$ cat config.mk
export PLATFORM = sky130hd
export DESIGN_NAME = scd_top
export DESIGN_NICKNAME = d
export VERILOG_FILES = /design/src/verilog/scd_pkg.sv /design/src/verilog/scd_div_if.sv /design/src/verilog/scd_divider.sv /design/src/verilog/scd_top.sv
export SDC_FILE = /design/constraint.sdc
export NUM_CORES = 1
export LEC_CHECK = 0
export ABC_AREA = 1
export BUFFER_PORTS_ARGS = -buffer_cell sky130_fd_sc_hd__buf_2
export CELL_PAD_IN_SITES_DETAIL_PLACEMENT = 1
export CELL_PAD_IN_SITES_GLOBAL_PLACEMENT = 2
export CORE_ASPECT_RATIO = 1.75
export CORE_MARGIN = 4
export CORE_UTILIZATION = 31
export DETAILED_ROUTE_END_ITERATION = 8
export GPL_TIMING_DRIVEN = 0
export PLACE_DENSITY_LB_ADDON = 0.1
export SLEW_MARGIN = 15
export SYNTH_ARGS = -nofsm -noshare
export SYNTH_HDL_FRONTEND = slang
export SYNTH_HIERARCHICAL = 1
export SYNTH_SLANG_ARGS = --single-unit
$ cat constraint.sdc
create_clock -name CLK_I -period 1.8 [get_ports CLK_I]
set_clock_uncertainty 0.1 [all_clocks]
set_input_delay 0.18 -clock CLK_I [delete_from_list [all_inputs] [get_ports CLK_I]]
set_output_delay 0.18 -clock CLK_I [all_outputs]
set_load 0.005 [all_outputs]
$ cat src/verilog/scd_pkg.sv
// Shared constants and types of the system clock select and divide block.
// Assumes a byte-wide special-function bus and oscillator levels synchronous to CLK_I.
package scd_pkg;

  // Register location, page independent
  localparam logic [7:0] SCD_SFR_ADDR = 8'hA9;

  // Field positions
  localparam int SCD_RDY_BIT = 7;
  localparam int SCD_DIV_LSB = 4;
  localparam int SCD_RSV_BIT = 3;
  localparam int SCD_SRC_LSB = 0;

  // Reset values
  localparam logic SCD_RDY_RST = 1'b1;
  localparam logic [2:0] SCD_DIV_RST = 3'h0;
  localparam logic [2:0] SCD_SRC_RST = 3'h2;
  localparam logic [7:0] SCD_REG_RST = 8'h82;

  // Timing: a new ratio lands on the next wrap of a 128-edge counter
  localparam logic [6:0] SCD_CNT_WRAP = 7'h7F;
  localparam logic [7:0] SCD_APPLY_MAX_EDGES = 8'h80;
  localparam int SCD_NUM_SRC = 5;

  typedef enum logic [2:0] {
    SCD_SRC_PRECISION = 3'h0,
    SCD_SRC_EXTERNAL = 3'h1,
    SCD_SRC_LP_DIV8 = 3'h2,
    SCD_SRC_RTC = 3'h3,
    SCD_SRC_LP = 3'h4
  } scd_src_t;

  typedef enum logic {
    SCD_SW_IDLE = 1'b0,
    SCD_SW_BUSY = 1'b1
  } scd_sw_t;

  typedef struct packed {
    logic [2:0] div_code;
    logic [2:0] src_code;
    scd_src_t act_src;
    scd_src_t pend_src;
    scd_sw_t sw;
    logic seen_old;
    logic seen_new;
    logic [SCD_NUM_SRC-1:0] osc_prev;
    logic [7:0] rdata;
    logic rdy;
  } scd_top_st_t;

  typedef struct packed {
    logic [6:0] cnt;
    logic [2:0] cur_code;
    logic [2:0] pend_code;
    logic applied;
    logic sys_clk;
    logic sys_tick;
  } scd_div_st_t;

endpackage : scd_pkg

$ cat src/verilog/scd_div_if.sv
// Link between the select/register logic and the divider.
// Assumes both ends run on the same clock and reset.
`timescale 1ns/1ps
`default_nettype none
interface scd_div_if;
  logic src_rise;
  logic src_level;
  logic div_req;
  logic [2:0] div_code;
  logic applied;
  logic sys_clk;
  logic sys_tick;

  modport ctl (
    output src_rise, src_level, div_req, div_code,
    input applied, sys_clk, sys_tick
  );
  modport div (
    input src_rise, src_level, div_req, div_code,
    output applied, sys_clk, sys_tick
  );
endinterface : scd_div_if
`default_nettype wire

$ cat src/verilog/scd_divider.sv
// Power-of-two divider of the undivided source, with deferred ratio change.
// Assumes src_rise marks one rising edge of the selected oscillator per pulse.
`timescale 1ns/1ps
`default_nettype none
module scd_divider
  import scd_pkg::*;
(
  input wire logic clk_i,
  input wire logic rst_n_i,
  scd_div_if.div dif
);

  scd_div_st_t st_reg;
  scd_div_st_t st_next;
  logic [6:0] cnt_inc;
  logic [7:0] low_mask;

  always_comb begin
    st_next = st_reg;
    cnt_inc = st_reg.cnt + 7'h01;
    low_mask = 8'((8'h01 << st_reg.cur_code) - 8'h01);
    st_next.sys_tick = 1'b0;
    if (dif.src_rise) begin
      st_next.cnt = cnt_inc;
      // Ratio changes only at the wrap so no short divided period appears
      if (st_reg.cnt == SCD_CNT_WRAP && !st_reg.applied) begin
        st_next.cur_code = st_reg.pend_code;
        st_next.applied = 1'b1;
      end
      st_next.sys_tick = ({1'b0, cnt_inc} & low_mask) == 8'h00;
    end
    if (st_reg.cur_code == 3'h0) begin
      st_next.sys_clk = dif.src_level;
    end else begin
      st_next.sys_clk = !st_next.cnt[st_reg.cur_code - 3'h1];
    end
    // A new request wins over an apply in the same cycle
    if (dif.div_req) begin
      st_next.pend_code = dif.div_code;
      st_next.applied = 1'b0;
    end
  end

  always_ff @(posedge clk_i or negedge rst_n_i) begin
    if (!rst_n_i) begin
      st_reg <= '{cnt: 7'h00, cur_code: SCD_DIV_RST, pend_code: SCD_DIV_RST,
                  applied: SCD_RDY_RST, sys_clk: 1'b0, sys_tick: 1'b0};
    end else begin
      st_reg <= st_next;
    end
  end

  assign dif.applied = st_reg.applied;
  assign dif.sys_clk = st_reg.sys_clk;
  assign dif.sys_tick = st_reg.sys_tick;

  // Helper: source edges seen while a ratio is pending
  logic [7:0] wait_edges;
  always_ff @(posedge clk_i or negedge rst_n_i) begin
    if (!rst_n_i) begin
      wait_edges <= 8'h00;
    end else if (st_reg.applied || dif.div_req) begin
      wait_edges <= 8'h00;
    end else if (dif.src_rise) begin
      wait_edges <= wait_edges + 8'h01;
    end
  end

  property p_req_clears_ready;
    @(posedge clk_i) disable iff (!rst_n_i)
    dif.div_req |=> !dif.applied;
  endproperty
  a_req_clears_ready: assert property (p_req_clears_ready)
    else $error("ready flag did not drop after a divide write");

  property p_apply_bound;
    @(posedge clk_i) disable iff (!rst_n_i)
    wait_edges <= SCD_APPLY_MAX_EDGES;
  endproperty
  a_apply_bound: assert property (p_apply_bound)
    else $error("divide ratio pending longer than 128 source edges");

  property p_tick_aligned;
    @(posedge clk_i) disable iff (!rst_n_i)
    dif.sys_tick |-> ({1'b0, st_reg.cnt} & low_mask) == 8'h00;
  endproperty
  a_tick_aligned: assert property (p_tick_aligned)
    else $error("divided tick not aligned to ratio boundary");

  property p_divided_level;
    @(posedge clk_i) disable iff (!rst_n_i)
    (st_reg.cur_code != 3'h0 && !dif.src_rise && !dif.div_req)
      |=> $stable(st_reg.cur_code) && $stable(dif.sys_clk);
  endproperty
  a_divided_level: assert property (p_divided_level)
    else $error("divided clock moved without a source edge");

  c_apply: cover property (@(posedge clk_i) disable iff (!rst_n_i)
    !dif.applied ##1 dif.applied);

endmodule : scd_divider
`default_nettype wire

$ cat src/verilog/scd_top.sv
// System clock source select and divider with its special-function register.
// Assumes oscillator levels on OSC_I are synchronous to CLK_I, bit index = source code.
`timescale 1ns/1ps
`default_nettype none
module scd_top
  import scd_pkg::*;
(
  // Clock and reset
  input wire logic CLK_I,
  input wire logic NRST_I,
  // Special-function register port
  input wire logic [7:0] SFR_ADDR_I,
  input wire logic SFR_WR_I,
  input wire logic SFR_RD_I,
  input wire logic [7:0] SFR_WDATA_I,
  output logic [7:0] SFR_RDATA_O,
  // Oscillator levels
  input wire logic [SCD_NUM_SRC-1:0] OSC_I,
  // System clock out, active source and divide-ready status
  output logic SYSCLK_O,
  output logic SYSCLK_TICK_O,
  output logic [2:0] ACT_SRC_O,
  output logic DIV_RDY_O
);

  logic rst_meta_reg;
  logic rst_n;
  scd_top_st_t st_reg;
  scd_top_st_t st_next;
  logic [SCD_NUM_SRC-1:0] rise;
  logic hit;
  logic old_seen;
  logic new_seen;

  scd_div_if dif ();

  // Release reset through two flops; assertion stays asynchronous
  always_ff @(posedge CLK_I or negedge NRST_I) begin
    if (!NRST_I) begin
      rst_meta_reg <= 1'b0;
      rst_n <= 1'b0;
    end else begin
      rst_meta_reg <= 1'b1;
      rst_n <= rst_meta_reg;
    end
  end

  assign rise = OSC_I & ~st_reg.osc_prev;
  assign hit = SFR_ADDR_I == SCD_SFR_ADDR;
  assign old_seen = st_reg.seen_old || rise[st_reg.act_src];
  assign new_seen = st_reg.seen_new || rise[st_reg.pend_src];

  always_comb begin
    st_next = st_reg;
    st_next.osc_prev = OSC_I;
    dif.div_req = 1'b0;
    dif.div_code = SFR_WDATA_I[SCD_DIV_LSB +: 3];
    // Old source keeps feeding the divider until the switch lands
    dif.src_rise = rise[st_reg.act_src];
    dif.src_level = OSC_I[st_reg.act_src];

    unique case (st_reg.sw)
      SCD_SW_IDLE: begin
      end
      SCD_SW_BUSY: begin
        st_next.seen_old = old_seen;
        st_next.seen_new = new_seen;
        if (old_seen && new_seen) begin
          st_next.act_src = st_reg.pend_src;
          st_next.sw = SCD_SW_IDLE;
        end
      end
    endcase

    if (SFR_WR_I && hit) begin
      st_next.div_code = SFR_WDATA_I[SCD_DIV_LSB +: 3];
      st_next.src_code = SFR_WDATA_I[SCD_SRC_LSB +: 3];
      dif.div_req = 1'b1;
      // Reserved codes are stored but never steer the clock
      if (SFR_WDATA_I[SCD_SRC_LSB +: 3] <= 3'(SCD_SRC_LP)) begin
        if (scd_src_t'(SFR_WDATA_I[SCD_SRC_LSB +: 3]) != st_next.act_src) begin
          st_next.pend_src = scd_src_t'(SFR_WDATA_I[SCD_SRC_LSB +: 3]);
          st_next.sw = SCD_SW_BUSY;
          st_next.seen_old = 1'b0;
          st_next.seen_new = 1'b0;
        end else begin
          st_next.pend_src = st_next.act_src;
          st_next.sw = SCD_SW_IDLE;
        end
      end
    end

    if (SFR_RD_I) begin
      if (hit) begin
        st_next.rdata = 8'h00;
        st_next.rdata[SCD_RDY_BIT] = dif.applied;
        st_next.rdata[SCD_DIV_LSB +: 3] = st_reg.div_code;
        st_next.rdata[SCD_RSV_BIT] = 1'b0;
        st_next.rdata[SCD_SRC_LSB +: 3] = st_reg.src_code;
      end else begin
        st_next.rdata = 8'h00;
      end
    end
    st_next.rdy = dif.applied;
  end

  always_ff @(posedge CLK_I or negedge rst_n) begin
    if (!rst_n) begin
      st_reg <= '{div_code: SCD_DIV_RST, src_code: SCD_SRC_RST,
                  act_src: SCD_SRC_LP_DIV8, pend_src: SCD_SRC_LP_DIV8,
                  sw: SCD_SW_IDLE, seen_old: 1'b0, seen_new: 1'b0,
                  osc_prev: '0, rdata: SCD_REG_RST, rdy: SCD_RDY_RST};
    end else begin
      st_reg <= st_next;
    end
  end

  scd_divider u_div (
    .clk_i(CLK_I),
    .rst_n_i(rst_n),
    .dif(dif)
  );

  assign SFR_RDATA_O = st_reg.rdata;
  assign SYSCLK_O = dif.sys_clk;
  assign SYSCLK_TICK_O = dif.sys_tick;
  assign ACT_SRC_O = st_reg.act_src;
  assign DIV_RDY_O = st_reg.rdy;

  property p_bit3_zero;
    @(posedge CLK_I) disable iff (!rst_n)
    (SFR_RD_I && hit) |=> !SFR_RDATA_O[SCD_RSV_BIT];
  endproperty
  a_bit3_zero: assert property (p_bit3_zero)
    else $error("reserved bit 3 read back as one");

  property p_write_read;
    @(posedge CLK_I) disable iff (!rst_n)
    (SFR_WR_I && hit ##1 SFR_RD_I && hit && !SFR_WR_I)
      |=> SFR_RDATA_O[6:4] == $past(SFR_WDATA_I[6:4], 2);
  endproperty
  a_write_read: assert property (p_write_read)
    else $error("divide field did not read back at its address");

  property p_switch_waits_old;
    @(posedge CLK_I) disable iff (!rst_n)
    (st_reg.sw == SCD_SW_BUSY && !old_seen && !(SFR_WR_I && hit))
      |=> st_reg.act_src == $past(st_reg.act_src);
  endproperty
  a_switch_waits_old: assert property (p_switch_waits_old)
    else $error("source switched before a full old oscillator period");

  property p_switch_lands;
    @(posedge CLK_I) disable iff (!rst_n)
    (st_reg.sw == SCD_SW_BUSY && old_seen && new_seen && !(SFR_WR_I && hit))
      |=> st_reg.act_src == $past(st_reg.pend_src) && st_reg.sw == SCD_SW_IDLE;
  endproperty
  a_switch_lands: assert property (p_switch_lands)
    else $error("source switch did not complete after both periods");

  property p_act_legal;
    @(posedge CLK_I) disable iff (!rst_n)
    ACT_SRC_O <= 3'(SCD_SRC_LP);
  endproperty
  a_act_legal: assert property (p_act_legal)
    else $error("active source holds a reserved code");

  property p_reserved_ignored;
    @(posedge CLK_I) disable iff (!rst_n)
    (SFR_WR_I && hit && SFR_WDATA_I[2:0] > 3'(SCD_SRC_LP) && st_reg.sw == SCD_SW_IDLE)
      |=> $stable(st_reg.act_src) && st_reg.sw == SCD_SW_IDLE;
  endproperty
  a_reserved_ignored: assert property (p_reserved_ignored)
    else $error("reserved source code started a switch");

  property p_reset_value;
    @(posedge CLK_I) disable iff (!rst_n)
    !$past(rst_n) |-> SFR_RDATA_O == SCD_REG_RST && DIV_RDY_O && ACT_SRC_O == 3'h2;
  endproperty
  a_reset_value: assert property (p_reset_value)
    else $error("state after reset differs from 0x82");

  c_switch: cover property (@(posedge CLK_I) disable iff (!rst_n)
    st_reg.sw == SCD_SW_BUSY ##1 st_reg.sw == SCD_SW_IDLE);
  c_div_write: cover property (@(posedge CLK_I) disable iff (!rst_n)
    SFR_WR_I && hit && SFR_WDATA_I[6:4] == 3'h7);
  c_read: cover property (@(posedge CLK_I) disable iff (!rst_n)
    SFR_RD_I && hit && !DIV_RDY_O);

endmodule : scd_top
`default_nettype wire

== Yosys cells after proc, flatten, opt, wreduce, memory -nomap -nowiden ==
Index checks and enable logic that the tools add are counted.

* Word-level logic and storage cells: 71
* Output and inout port bits: 14
* Input port bits: 25
* Flip-flop bits (word level): 47

* Reduce and logical (&&, ||, !) cells: 14
* Magnitude comparators: 4
* Equal/unequal tests: 3
* Bitwise operators: 3
* Add/sub/neg operators: 3
* Shifts and indexed selects: 1
* Multiplexer cells: 25

{| class="wikitable"
|+ Operator list
! cell !! number
|-
| 3-bit 2-to-1 mux || 6
|-
| 1-bit binary-select mux with 3-bit select || 4
|-
| 3-bit by 4-bit less-than comparator with 1-bit output, second input constant || 3
|-
| 1-bit 2-to-1 mux || 11
|-
| 10-bit 2-to-1 mux || 1
|-
| 7-bit by 8-bit AND with 8-bit output || 1
|-
| 8-bit == test, second input constant || 1
|-
| 8-bit zero test || 1
|-
| 8-bit 2-to-1 mux || 1
|-
| 1-bit by 3-bit left shift with 8-bit output, first input constant || 1
|-
| 8-bit by 1-bit subtractor with 8-bit output, second input constant || 1
|-
| 7-bit by 1-bit adder with 7-bit output, second input constant || 1
|-
| 7-bit == test, second input constant || 1
|-
| 2-bit AND reduction || 3
|-
| 5-bit AND || 1
|-
| 5-bit inverter || 1
|-
| 4-bit 2-to-1 mux || 1
|-
| 2-bit nonzero test || 2
|-
| 3-bit less-or-equal comparator, second input constant || 1
|-
| 1-bit logical AND || 3
|-
| 3-bit zero test || 1
|-
| 3-bit inequality test || 1
|-
| 3-bit by 1-bit subtractor with 3-bit output, second input constant || 1
|-
| 1-bit zero test || 2
|-
| 2 further kinds || 3
|}

== Logic depth before layout (Yosys ltp) ==
* Word-level depth: 12
* Gate-level depth with buffers: 15
* Gate-level depth less buffers: 15

== By module ==
The synthesis kept the hierarchy.

{| class="wikitable"
|+ By module, submodules not included
! module !! times used !! sequential area each (µm²) !! cells an instance !! area each (µm²)
|-
| scd_top || 1 || 758.2 || 176 || 1510.2
|-
| scd_divider || 1 || 401.6 || 150 || 1109.8
|}

== Worst setup path before layout ==
OpenSTA, ideal clock, no wires.

* Path type: flip-flop to flip-flop
* Start: reg u_div/st_reg[6] (netlist bit)
* End: reg u_div.st_reg (netlist bit u_div/dif.sys_tick)
* Required time: 1.585 ns
* Setup time: 0.115 ns
* Period minus slack after synthesis: 1.912 ns
* Arrival: 1.697 ns
* Path slack: -0.112 ns
* Stages on the path, launching flop included: 14
* Buffers on the path: 0
* Cells stage by stage: dfrtp_1 -> inv_1 -> ha_1 -> inv_1 -> nor2_4 -> inv_1 -> ha_1 -> nand2_1 -> nor2_1 -> nand2_1 -> xor2_1 -> nand3_1 -> nand2_1 -> nor2_1

{| class="wikitable"
|+ RTL lines
! what !! RTL line !! RTL
|-
| from (decl) || scd_divider.sv:13 || <nowiki>scd_div_st_t st_reg;</nowiki>
|-
| from (signal assigned) || scd_divider.sv:46 || <nowiki>st_reg <= '{cnt: 7'h00, cur_code: SCD_DIV_RST, pend_code: SCD_DIV_RST,</nowiki>
|-
| from (signal assigned) || scd_divider.sv:49 || <nowiki>st_reg <= st_next;</nowiki>
|}

==> flow_summary.json <==
{
  "status": "finished with violations",
  "violations": "negative setup slack",
  "synth_seq_cells": 46,
  "track_usage": 0.160,
  "gp_congestion": 0.775,
  "diodes": 0,
  "die_area_sq_mm": 0.0100,
  "cts.sinks": 46,
  "grt_start_max_net_pins": 31,
  "initial_utilization": 0.317,
  "rsz0062_at_grt": "yes",
  "maxSlewHeadroom": 0.609,
  "wirelength_microns": 7510,
  "synth-edff-count": 0,
  "grt_pass1_vias": 2620,
  "min_path_cells": 3,
  "post-route-min-period_ns": 1.88,
  "post-route-period-util": 1.04,
  "yosysUniqueCellTypes": 40,
  "utilization": 0.432,
  "largest_register_ffs": 17,
  "via_count": 2410,
  "grt_pass1_wl_microns": 12500,
  "dp_cells": 454,
  "post_synth.cell_area_avg_sq_um": 8.04,
  "tightest_slew_ns": 0.585,
  "antenna_found_initial": 0,
  "async_reset_ff_frac": 1.00,
  "synthesis.area_sq_mm": 0.00262,
  "clock_latency_ns": 0.29,
  "max-vdd-ir-drop_v": 0.000604,
  "max_freq_ghz": 0.532,
  "ios": 39,
  "drc": 0,
  "clock_path_buffers": 2,
  "final.setup.tns_ns": -0.322,
  "finalNetCount": 438,
  "ant_nets": 0,
  "die_w_microns": 77.5,
  "cp-start-kind": "flip-flop",
  "yosysWarnings": 6,
  "io_buffers": 35,
  "fin_ws_ns": -0.0792,
  "tritoncts": "yes",
  "ys_seq_area_frac": 0.443,
  "avgViaCountPerCell": 4.83,
  "drt_first_pass_iters": 4,
  "die_height_microns": 130,
  "cap_violations": 0,
  "drv_slew": 0,
  "cts-root-buf": "clkbuf_16",
  "layout_commonest_cell": "nand2_1",
  "fin_area_sq_mm": 0.00357,
  "hold_class": "in -> reg",
  "cellLeakagePower_nw": 1.77,
  "place_area_sq_mm": 0.00295,
  "post_drt_wl_per_cell_microns": 15.0,
  "cp.required_ns": 1.86,
  "cts_inserted_buffers": 5,
  "drive_above_1_share": 0.386,
  "setup_viol": 5,
  "finalHoldViolCount": 0,
  "h-tree-depth": 2,
  "nFillCells": 1019,
  "drt_iter0_drc": 60,
  "path_max_fanout": 5,
  "multi_input_area_sq_mm": 0.00137,
  "synth_nets": 358,
  "rows": 44,
  "powerDensity_mw_per_mm2": 787,
  "reg2reg_depth": 12,
  "final_cell_mix": "nand2_1, buf_4, dfrtp_1, buf_2, inv_1",
  "path_clk_slew_ns": 0.07,
  "synthCells": 326,
  "grt.overflow.total": 0,
  "pre_cts_ws_ns": -0.415,
  "critical_path_arrival_ns": 1.94,
  "stdcell_count": 499,
  "path_class": "reg -> reg",
  "core-area_sq_mm": 0.00826,
  "cp-end-kind": "flip-flop",
  "synthFlopType": "dfrtp_1",
  "area_growth_pct": 36.2,
  "regArea_sq_mm": 0.00116,
  "hpwl_microns": 5520
}
## layer usage
layer  GRT usage  wire length, microns  up-vias  part of all wire
li1            -                     -     1198                 -
met4      0.0713                   159        0             0.021
met3      0.0250                   173       11             0.023
met1       0.155                  2720     1171              0.36
met5           0                     0        -                 0
met2       0.322                  4450       30              0.59
## cell type report
| cell class | instances | area share |
|---|---|---|
| Clock buffer | 7 | 0.0400 |
| Clock inverter | 1 | 0.00140 |
| Inverter | 41 | 0.0467 |
| Buffer | 14 | 0.0309 |
| Timing Repair Buffer | 73 | 0.140 |
| Tap cell | 92 | 0.0323 |
| Multi-Input combinational cell | 225 | 0.383 |
| Sequential cell | 46 | 0.326 |
## through the flow
step           hold WS, ns  power, mW
6_report            0.0245       2.81
5_1_grt             0.0354       3.00
4_1_cts             0.0209       2.84
3_5_place_dp        -0.125       1.80
3_3_place_gp        -0.135       1.77
2_1_floorplan       -0.216       1.61
## synth_stat cells (5+ instances only)
cell,n,area [sq um]
nand4_1,7,43.8
a21oi_1,10,50.1
nor2_1,7,26.3
nand3_1,26,130
nand2_1,103,387
buf_4,12,90.1
ha_1,7,87.6
nand2_2,8,50.1
inv_2,5,18.8
o21ai_0,13,65.1
dfrtp_1,39,976
dfstp_2,7,184
o21ai_1,6,30.0
inv_1,34,128
nand3_2,8,80.1
## where the power goes
part	internal [mW]	total [mW]	switching, mW	leakage [nW]
logic	0.247	0.604	0.357	1.16
registers	1.14	1.26	0.119	0.542
clock network	0.551	0.944	0.393	0.0739
## worst max-delay path: stages (launching register included)
cell	delay [ns]
dfstp_2	0.60
nand3_2	0.07
nand2_1	0.06
inv_1	0.04
nand2_2	0.07
nand3_2	0.08
nand2_4	0.12
buf_4	0.12
nand4_1	0.12
nand3_1	0.12
nand2_1	0.09
nand3_4	0.09
a21oi_1	0.07
## worst paths after layout
kind | from | endpoint | slack, ns
worst max-delay path | st_reg[18]$_DFFE_PN1P_ | st_reg[14]$_DFF_PN0_ | -0.08
worst min register to register | rst_n$_DFF_PN0_ | st_reg[10]$_DFF_PN0_ | 0.09
worst max register to register | st_reg[18]$_DFFE_PN1P_ | st_reg[14]$_DFF_PN0_ | -0.08
worst min-delay path | SFR_WDATA_I[6] | st_reg[28]$_DFFE_PN0P_ | 0.02
max in group asynchronous | rst_n$_DFF_PN0_ | st_reg[24]$_DFFE_PN1P_ | 0.94
min in group asynchronous | rst_n$_DFF_PN0_ | st_reg[10]$_DFF_PN0_ | 0.09
## kinds of logic after synthesis
family,after synthesis,share of synthesized area
and+or+nand+nor,172,0.318
buffers and inverters,55,0.0993
DFF,46,0.443
AOI/OAI and AO/OA,40,0.0903
adders and majority gates,7,0.0334
xor gates and xnor gates,4,0.0134
other,2,0.00287
## repair_timing
action	in CTS	in global routing
hold buffers	6	0
pin swaps	19	23
setup buffers	22	9
endpoints found under the hold margin	7	0
endpoints found under the setup margin	5	8
gates resized for setup	31	18
No activity file was read; power rests on OpenSTA's default activity.
